[src/hdl/bitrev_agu_pkg.sv]
// shared types and constants for the bit-reversed write address generator
package bitrev_agu_pkg;
	localparam int ADDR_W = 8;
	localparam int DATA_W = 16;
	// register byte offsets
	localparam logic [7:0] OFS_BIT_REVERSE_CONTROL = 8'h00;
	localparam logic [7:0] OFS_ADDRESSING_MODE_CONTROL = 8'h04;
	localparam logic [7:0] OFS_MODULO_START = 8'h08;
	localparam logic [7:0] OFS_MODULO_END = 8'h0C;
	localparam logic [7:0] OFS_LAST_WRITE_EA = 8'h10;
	// bit_reverse_control fields
	localparam int REVERSAL_ENABLE_BIT = 15;
	localparam int REVERSAL_PIVOT_MSB = 14;
	// addressing_mode_control fields
	localparam int MODULO_ENABLE_BIT = 15;
	localparam int WRITE_POINTER_SELECT_LSB = 8;
	localparam int MODULO_POINTER_LSB = 0;
	localparam logic [3:0] STACK_POINTER_NUM = 4'hF;
	// reset values
	localparam logic [15:0] BIT_REVERSE_CONTROL_RESET = 16'h0000;
	localparam logic [15:0] ADDRESSING_MODE_CONTROL_RESET = 16'h0F0F;
	localparam logic [15:0] MODULO_START_RESET = 16'h0000;
	localparam logic [15:0] MODULO_END_RESET = 16'hFFFF;
	localparam logic [15:0] LAST_WRITE_EA_RESET = 16'h0000;
	// address step per access size
	localparam logic [15:0] WORD_STEP = 16'h0002;
	localparam logic [15:0] BYTE_STEP = 16'h0001;

	typedef enum logic [2:0] {
		AM_INDIRECT,
		AM_POST_INC,
		AM_PRE_INC,
		AM_POST_DEC,
		AM_PRE_DEC,
		AM_REG_OFFSET
	} addr_mode_t;

	typedef struct packed {
		logic valid;
		logic isByte;
		addr_mode_t mode;
		logic [3:0] regNum;
		logic [15:0] pointer;
		logic [15:0] offset;
	} agu_req_t;

	typedef struct packed {
		logic valid;
		logic [15:0] ea;
		logic writeBack;
		logic [3:0] wbRegNum;
		logic [15:0] wbValue;
		logic reversed;
	} agu_resp_t;
endpackage : bitrev_agu_pkg

[src/hdl/reverse_carry_adder.sv]
// adder whose carries run from the top bit toward bit zero
`timescale 1ns/1ps
`default_nettype none
module reverse_carry_adder (
	input wire logic [15:0] base,
	input wire logic [15:0] modifier,
	output logic [15:0] sum
);
	function automatic logic [15:0] mirror(input logic [15:0] v);
		logic [15:0] m;
		m = 16'h0000;
		for (int i = 0; i < 16; i++)
		begin
			m[i] = v[15 - i];
		end
		return m;
	endfunction : mirror

	logic [15:0] mirrored;

	// mirror, add, mirror back
	assign mirrored = 16'(mirror(base) + mirror(modifier));
	assign sum = mirror(mirrored);
endmodule : reverse_carry_adder
`default_nettype wire

[src/hdl/modulo_corrector.sv]
// circular buffer boundary correction for one address generator
`timescale 1ns/1ps
`default_nettype none
module modulo_corrector (
	input wire logic [15:0] addr,
	input wire logic [15:0] startAddr,
	input wire logic [15:0] endAddr,
	input wire logic upward,
	output logic [15:0] corrected,
	output logic wrapped
);
	logic [15:0] length;

	assign length = 16'(endAddr - startAddr + 16'h0001);

	// boundaries are compared by magnitude, so jumps past them still wrap
	always_comb
	begin
		corrected = addr;
		wrapped = 1'b0;
		if (upward && (addr > endAddr))
		begin
			corrected = 16'(addr - length);
			wrapped = 1'b1;
		end
		else if (!upward && (addr < startAddr))
		begin
			corrected = 16'(addr + length);
			wrapped = 1'b1;
		end
	end
endmodule : modulo_corrector
`default_nettype wire

[src/hdl/bit_reversed_write_agu.sv]
// X address generators with bit-reversed write addressing
// Behaviour
// reversed addressing only in the write generator, never for reads
// modifier treated as bit-reversed; pointer and result stay normal order
// enabled when pointer select not 15, enable set, pre/post increment
// software aligns a 2^N byte buffer to have N low zero bits
// pivot modifier comes from control register bits 14 down to 0
// word-sized data assumed; modifier scaled by two to byte addresses
// byte access or other mode while enabled gives a normal address
// pointer plus modifier; the usual increment is ignored
// effective address bit zero is always zero when reversed
// reversal beats modulo in write generator; reads keep modulo
// control register bit 15 enables reversed addressing
// software avoids indirect read via pointer right after control write
// write back only for pre/post modify, never for register offset
// next address adds modifier with carries from top toward bit zero
//
// The implementer's own choices: the strobed register port and the address map.
`timescale 1ns/1ps
`default_nettype none
module bit_reversed_write_agu
	import bitrev_agu_pkg::*;
(
	input wire logic sys_clk,
	input wire logic arst_n,
	input wire logic [bitrev_agu_pkg::ADDR_W-1:0] regAddr,
	input wire logic [bitrev_agu_pkg::DATA_W-1:0] regWrData,
	input wire logic regWr,
	input wire logic regRd,
	output logic [bitrev_agu_pkg::DATA_W-1:0] regRdData,
	input wire bitrev_agu_pkg::agu_req_t wrReq,
	input wire bitrev_agu_pkg::agu_req_t rdReq,
	output bitrev_agu_pkg::agu_resp_t wrResp,
	output bitrev_agu_pkg::agu_resp_t rdResp
);
	import bitrev_agu_pkg::*;

	typedef struct packed {
		logic [15:0] bitReverseControl;
		logic [15:0] addressingModeControl;
		logic [15:0] moduloStart;
		logic [15:0] moduloEnd;
		logic [15:0] lastWriteEa;
		logic [15:0] rdData;
		agu_resp_t wrResp;
		agu_resp_t rdResp;
	} state_t;

	localparam state_t STATE_RESET = '{
		bitReverseControl: BIT_REVERSE_CONTROL_RESET,
		addressingModeControl: ADDRESSING_MODE_CONTROL_RESET,
		moduloStart: MODULO_START_RESET,
		moduloEnd: MODULO_END_RESET,
		lastWriteEa: LAST_WRITE_EA_RESET,
		rdData: 16'h0000,
		wrResp: '0,
		rdResp: '0
	};

	// step of an access of the given size
	function automatic logic [15:0] stepOf(input agu_req_t r);
		return r.isByte ? BYTE_STEP : WORD_STEP;
	endfunction : stepOf

	// pointer value after the modification that the mode asks for
	function automatic logic [15:0] rawNext(input agu_req_t r);
		logic [15:0] n;
		n = r.pointer;
		unique case (r.mode)
			AM_POST_INC, AM_PRE_INC: n = 16'(r.pointer + stepOf(r));
			AM_POST_DEC, AM_PRE_DEC: n = 16'(r.pointer - stepOf(r));
			AM_REG_OFFSET: n = 16'(r.pointer + r.offset);
			AM_INDIRECT: n = r.pointer;
			// released requests may carry unused codes
			default: n = r.pointer;
		endcase
		return n;
	endfunction : rawNext

	// the address moves upward for increments and positive offsets
	function automatic logic goesUp(input agu_req_t r);
		return (r.mode == AM_POST_INC) || (r.mode == AM_PRE_INC)
			|| ((r.mode == AM_REG_OFFSET) && !r.offset[15]);
	endfunction : goesUp

	// normal response from the pointer and a possibly corrected address
	function automatic agu_resp_t normalResp(input agu_req_t r,
		input logic [15:0] nextAddr);
		agu_resp_t p;
		p = '0;
		p.valid = r.valid;
		p.wbRegNum = r.regNum;
		p.wbValue = nextAddr;
		unique case (r.mode)
			AM_PRE_INC, AM_PRE_DEC:
			begin
				p.ea = nextAddr;
				p.writeBack = r.valid;
			end
			AM_POST_INC, AM_POST_DEC:
			begin
				p.ea = r.pointer;
				p.writeBack = r.valid;
			end
			AM_REG_OFFSET:
			begin
				p.ea = nextAddr;
				p.writeBack = 1'b0;
			end
			AM_INDIRECT:
			begin
				p.ea = r.pointer;
				p.writeBack = 1'b0;
			end
			// unused codes give an address with no write-back
			default: p.ea = r.pointer;
		endcase
		return p;
	endfunction : normalResp

	logic [1:0] rstSync_r;
	logic rstN;
	state_t state_r;
	state_t state_nxt;

	always_ff @(posedge sys_clk or negedge arst_n)
	begin
		if (!arst_n)
		begin
			rstSync_r <= 2'b00;
		end
		else
		begin
			rstSync_r <= {rstSync_r[0], 1'b1};
		end
	end

	assign rstN = rstSync_r[1];

	logic reversalEnable;
	logic [14:0] reversalPivot;
	logic [3:0] writePointerSelect;
	logic [3:0] moduloPointer;
	logic moduloEnable;
	logic [15:0] scaledModifier;
	logic [15:0] revSum;
	logic revCond;
	logic wrRawUp;
	logic rdRawUp;
	logic [15:0] wrRaw;
	logic [15:0] rdRaw;
	logic [15:0] wrCorr;
	logic [15:0] rdCorr;
	logic wrModHit;
	logic rdModHit;
	logic [15:0] wrNext;
	logic [15:0] rdNext;
	addr_mode_t wrMode;
	addr_mode_t rdMode;
	logic wrIsByte;
	logic [15:0] wrPointer;

	assign reversalEnable = state_r.bitReverseControl[REVERSAL_ENABLE_BIT];
	assign reversalPivot = state_r.bitReverseControl[REVERSAL_PIVOT_MSB:0];
	assign writePointerSelect =
		state_r.addressingModeControl[WRITE_POINTER_SELECT_LSB+:4];
	assign moduloPointer = state_r.addressingModeControl[MODULO_POINTER_LSB+:4];
	assign moduloEnable = state_r.addressingModeControl[MODULO_ENABLE_BIT];
	assign wrMode = wrReq.mode;
	assign rdMode = rdReq.mode;
	assign wrIsByte = wrReq.isByte;
	assign wrPointer = wrReq.pointer;

	// pivot counts words, so it is doubled to a byte modifier
	assign scaledModifier = {reversalPivot, 1'b0};

	// only the write generator may reverse, and only word writes via the pointer
	assign revCond = wrReq.valid && reversalEnable
		&& (writePointerSelect != STACK_POINTER_NUM)
		&& (wrReq.regNum == writePointerSelect)
		&& ((wrReq.mode == AM_PRE_INC) || (wrReq.mode == AM_POST_INC))
		&& !wrReq.isByte;

	reverse_carry_adder u_revAdder (
		.base(wrReq.pointer),
		.modifier(scaledModifier),
		.sum(revSum)
	);

	assign wrRaw = rawNext(wrReq);
	assign rdRaw = rawNext(rdReq);
	assign wrRawUp = goesUp(wrReq);
	assign rdRawUp = goesUp(rdReq);

	modulo_corrector u_wrModulo (
		.addr(wrRaw),
		.startAddr(state_r.moduloStart),
		.endAddr(state_r.moduloEnd),
		.upward(wrRawUp),
		.corrected(wrCorr),
		.wrapped()
	);

	modulo_corrector u_rdModulo (
		.addr(rdRaw),
		.startAddr(state_r.moduloStart),
		.endAddr(state_r.moduloEnd),
		.upward(rdRawUp),
		.corrected(rdCorr),
		.wrapped()
	);

	// reversal switches write-side modulo off; read side keeps it
	assign wrModHit = moduloEnable && !revCond
		&& (wrReq.regNum == moduloPointer) && (wrReq.mode != AM_INDIRECT);
	assign rdModHit = moduloEnable
		&& (rdReq.regNum == moduloPointer) && (rdReq.mode != AM_INDIRECT);
	assign wrNext = wrModHit ? wrCorr : wrRaw;
	assign rdNext = rdModHit ? rdCorr : rdRaw;

	always_comb
	begin
		state_nxt = state_r;
		state_nxt.rdData = 16'h0000;
		if (regWr)
		begin
			unique case (regAddr)
				OFS_BIT_REVERSE_CONTROL: state_nxt.bitReverseControl = regWrData;
				OFS_ADDRESSING_MODE_CONTROL:
					state_nxt.addressingModeControl = regWrData;
				OFS_MODULO_START: state_nxt.moduloStart = regWrData;
				OFS_MODULO_END: state_nxt.moduloEnd = regWrData;
				default: state_nxt.rdData = 16'h0000;
			endcase
		end
		if (regRd)
		begin
			unique case (regAddr)
				OFS_BIT_REVERSE_CONTROL: state_nxt.rdData = state_r.bitReverseControl;
				OFS_ADDRESSING_MODE_CONTROL:
					state_nxt.rdData = state_r.addressingModeControl;
				OFS_MODULO_START: state_nxt.rdData = state_r.moduloStart;
				OFS_MODULO_END: state_nxt.rdData = state_r.moduloEnd;
				OFS_LAST_WRITE_EA: state_nxt.rdData = state_r.lastWriteEa;
				default: state_nxt.rdData = 16'h0000;
			endcase
		end
		state_nxt.rdResp = normalResp(rdReq, rdNext);
		state_nxt.wrResp = normalResp(wrReq, wrNext);
		if (revCond)
		begin
			// pointer plus reversed modifier; the increment is not used
			state_nxt.wrResp.reversed = 1'b1;
			state_nxt.wrResp.writeBack = 1'b1;
			state_nxt.wrResp.wbValue = {revSum[15:1], 1'b0};
			if (wrReq.mode == AM_PRE_INC)
			begin
				state_nxt.wrResp.ea = {revSum[15:1], 1'b0};
			end
			else
			begin
				state_nxt.wrResp.ea = {wrReq.pointer[15:1], 1'b0};
			end
		end
		if (wrReq.valid)
		begin
			state_nxt.lastWriteEa = state_nxt.wrResp.ea;
		end
	end

	always_ff @(posedge sys_clk or negedge rstN)
	begin
		if (!rstN)
		begin
			state_r <= STATE_RESET;
		end
		else
		begin
			state_r <= state_nxt;
		end
	end

	assign regRdData = state_r.rdData;
	assign wrResp = state_r.wrResp;
	assign rdResp = state_r.rdResp;
endmodule : bit_reversed_write_agu
`default_nettype wire

[config.mk]
export PLATFORM = sky130hd
export DESIGN_NAME = bit_reversed_write_agu
export DESIGN_NICKNAME = d
export VERILOG_FILES = /design/src/hdl/bitrev_agu_pkg.sv /design/src/hdl/reverse_carry_adder.sv /design/src/hdl/modulo_corrector.sv /design/src/hdl/bit_reversed_write_agu.sv
export SDC_FILE = /design/constraint.sdc
export NUM_CORES = 1
export LEC_CHECK = 0
export CAP_MARGIN = 20
export CORE_MARGIN = 1.5
export CORE_UTILIZATION = 40
export DETAILED_ROUTE_END_ITERATION = 6
export DONT_BUFFER_PORTS = 1
export GPL_TIMING_DRIVEN = 0
export PLACE_DENSITY = 0.67
export SLEW_MARGIN = 10
export SYNTH_ARGS = -nofsm -noshare
export SYNTH_HDL_FRONTEND = slang
export SYNTH_SLANG_ARGS = --single-unit
[constraint.sdc]
create_clock -name sys_clk -period 5.39 [get_ports sys_clk]
set_input_delay 0.539 -clock sys_clk [delete_from_list [all_inputs] [get_ports sys_clk]]
set_output_delay 0.539 -clock sys_clk [all_outputs]
set_load 0.03 [all_outputs]
==> flow_metrics.env <==
export IMPL_status="finished, violations left"
export IMPL_failed_checks="DRC"
export IMPL_worstSkewPairLatency_ns=0.46
export IMPL_fin_crit_sh=0.9925
export IMPL_clock_fmax_ghz=0.1869
export IMPL_dp_hpwl_mm=40.95
export IMPL_crit_arrival_ns=5.67
export IMPL_relSlewSlack=0.2263
export IMPL_synth_cells=1741
export IMPL_worstPathRequired_ns=5.71
export IMPL_post_synth_cell_area_avg_um2=9.108
export IMPL_placedInstanceArea_um2=16640
export IMPL_seq_area_um2=4413
export IMPL_initial_utilization=0.4075
export IMPL_tritoncts="built"
export IMPL_slew_violations=0
export IMPL_die_h_um=202.1
export IMPL_cp_max_fo=10
export IMPL_rows=72
export IMPL_fin_area_um2=18600
export IMPL_finalSetupViolCount=0
export IMPL_crit_path_end_kind="register"
export IMPL_n_antenna_cell=0
export IMPL_via_per_inst=5.915
export IMPL_gp_congestion=0.9434
export IMPL_drive_gt1_frac=0.2824
export IMPL_synth_edff_count=0
export IMPL_drt_pass1_iter_count=7
export IMPL_initialDrtViolationCount=1080
export IMPL_clockPowerShare=0.195
export IMPL_ir_worst_vdd_v=0.0002239
export IMPL_p_leak_nw=8.365
export IMPL_synth_seq_area_share=0.2780
export IMPL_portBuffers=0
export IMPL_cts_buffers=17
export IMPL_ys_ff_latch=175
export IMPL_antenna_found_initial=0
export IMPL_synth_fp_nets=2054
export IMPL_rsz0062_at_grt="true"
export IMPL_die_x_um=202.1
export IMPL_worstSetupPathType="primary input to register"
export IMPL_p_seq_frac=0.231
export IMPL_cts_max_level=4
export IMPL_crit_top_cell="buf_6"
export IMPL_core_um2=38920
export IMPL_power_density_nw_per_um2=358.5
export IMPL_synth_area_um2=15860
export IMPL_grt_pass1_wl_mm=77.87
export IMPL_power_switching_mw=2.957
export IMPL_p_int_mw=3.710
export IMPL_hold_violations=0
export IMPL_nFillCells=3696
export IMPL_root_buffer="clkbuf_16"
export IMPL_yosysUniqueCellTypes=91
export IMPL_synthArstFlopShare=1.000
export IMPL_slowest_delay_ns=0.42
export IMPL_track_usage=0.2464
export IMPL_drt_wl_total_mm=51.78
export IMPL_synthFlopType="dfrtp_1"
export IMPL_clkSinkCount=175
export IMPL_path_clk_slew_ns=0.07
export IMPL_overflow=0
export IMPL_multiInputGateArea_um2=10920
export IMPL_hold_worst_slack_ns=0.1154
export IMPL_pwr_share_comb=0.574
export IMPL_hold_class="primary input to register"
export IMPL_fin_skew_ns=0.01634
export IMPL_p_sw_frac=0.4435
export IMPL_cpMaxStageDelayCell="or4_1"
export IMPL_yosys_warnings=0
export IMPL_grt_pass1_vias=13410
export IMPL_wire_per_inst_um=22.04
export IMPL_worst_pin_slew_ns=1.152
export IMPL_maxCapViolCount=0
export IMPL_syn2layout_area_growth_pct=17.27
export IMPL_drc=2
export IMPL_worst_setup_path_start_kind="primary input"
export IMPL_io_pins=204
export IMPL_die_area_um2=40850
export IMPL_ant_nets=0
export IMPL_path_buf_inv=5
export IMPL_min_period_ns=5.349
export IMPL_finalNetCount=2131
export IMPL_clockBufferDepth=2
export IMPL_num_vias=13890
export IMPL_path_delay_family="compound AO/OA/AOI/OAI gates"
export IMPL_tns_ns=0
export IMPL_grt_start_max_net_pins=56
## metal layers
layer,global-route usage,wire length [um],share of wire
met1,0.3359,22480,0.43
met2,0.3958,23510,0.45
met3,0.04208,4058,0.078
met4,0.08069,1722,0.033
met5,0,0,0
## synthesized netlist by cell type (23+ instances only)
| cell | n | share of area |
|---|---|---|
| nand2_1 | 105 | 0.025 |
| inv_1 | 110 | 0.026 |
| a21oi_1 | 96 | 0.030 |
| dfstp_2 | 24 | 0.040 |
| mux2_2 | 109 | 0.077 |
| o21ai_0 | 90 | 0.028 |
| nor3_1 | 30 | 0.0095 |
| a21o_1 | 33 | 0.016 |
| clkbuf_1 | 44 | 0.010 |
| o21a_1 | 23 | 0.011 |
| nor2_1 | 131 | 0.031 |
| xor2_1 | 28 | 0.015 |
| buf_4 | 98 | 0.046 |
| dfrtp_1 | 151 | 0.24 |
| o21bai_1 | 28 | 0.013 |
| xnor2_1 | 40 | 0.022 |
| nor2b_1 | 32 | 0.013 |
| ha_1 | 195 | 0.15 |
## final timing paths
path | start | endpoint | slack [ns] | cells past startpoint
min | rdReq[32] | rdResp[17] | 0.12 | 0
min reg2reg | rstSync_r[1] | regRdData[3] | 0.27 | 0
max reg2reg | state_r[128] | state_r[108] | 0.17 | 21
max | wrReq[38] | state_r[97] | 0.04 | 25
max in group asynchronous | rstSync_r[1] | state_r[123] | 4.14 | 2
min in group asynchronous | rstSync_r[1] | regRdData[3] | 0.27 | 0
## cell usage in the layout (no fill, tap or decap), types with 8 or more instances in the layout
master and count:
a221o_1 15, dfstp_2 24, o21ai_0 58, xnor2_1 37, nand2_1 101, a21oi_2 16, clkbuf_16 17, o21ai_2 23
buf_6 10, ha_1 181, nor2b_1 30, o21ai_1 26, a211oi_2 8, a222oi_1 16, o21bai_1 28, nor2_1 126
and3_1 8, xor2_1 25, or3_1 15, o21a_1 22, o221ai_1 18, nand2b_1 18, a21o_1 32, clkbuf_1 31
dfrtp_1 150, o211ai_1 8, inv_1 106, nor3_1 26, nand3_1 18, buf_4 155, a21oi_1 81, mux2_2 104
nand4_1 10, a22o_1 19, ha_4 8
## power by group through the flow
stage / Combinational, mW / Sequential (mW) / Clock (mW)
finish: 3.83 / 1.54 / 1.30
global route: 4.16 / 1.55 / 1.38
CTS: 3.51 / 1.54 / 1.32
detailed placement: 3.32 / 1.56 / 0
global placement: 3.24 / 1.58 / 0
floorplan: 2.60 / 1.53 / 0
## repair_timing
item,4_1_cts,5_1_grt
setup endpoints to repair,80,76
pin swaps,28,74
resized for setup,103,133
endpoints found under the hold margin,2,0
setup buffers,20,36
hold buffers,1,0
## kinds of logic (layout without fill, tap and decap cells)
| kind of cell | count (synthesis) | count (layout) | share of synthesized area |
|---|---|---|---|
| AO/OA/AOI/OAI | 499 | 499 | 0.2228 |
| XOR/XNOR | 68 | 68 | 0.03756 |
| adder cells (fa/ha/maj) | 203 | 203 | 0.1640 |
| buffers and inverters | 268 | 358 | 0.08963 |
| flip-flops | 175 | 175 | 0.2780 |
| multiplexers | 120 | 120 | 0.08521 |
| other | 2 | 2 | 0.0004736 |
| AND/OR/NAND/NOR | 406 | 406 | 0.1223 |
## final cells by class
class,instances,area share
multi-input cells,1298,0.5871
flip-flops and latches,175,0.2373
plain buffers,154,0.05759
well taps,518,0.03485
repair buffers,60,0.02759
clock buffers,18,0.02308
inverters,112,0.02274
clock inverters,14,0.009756
## flip-flops by register name, indices dropped and copies added (netlist names)
| signal | count |
|---|---|
| state_r | 59 |
| moduloPointer | 4 |
| reversalEnable | 1 |
| moduloEnable | 1 |
| reversalPivot | 15 |
| regRdData | 16 |
| rdResp | 38 |
| rstSync_r | 2 |
| wrResp | 39 |
## metrics by stage
step,setup slack [ns],instances,util,total power [mW]
floorplan,0.008118,1741,-,4.124
global placement,-1.570,2259,0.4256,4.820
detailed placement,-1.278,2262,0.4276,4.881
CTS,0.001787,2315,0.4579,6.370
global route,-0.09867,2349,0.4778,7.083
finish,0.04069,2349,0.4778,6.667
No activity file was read; power rests on OpenSTA's default activity.
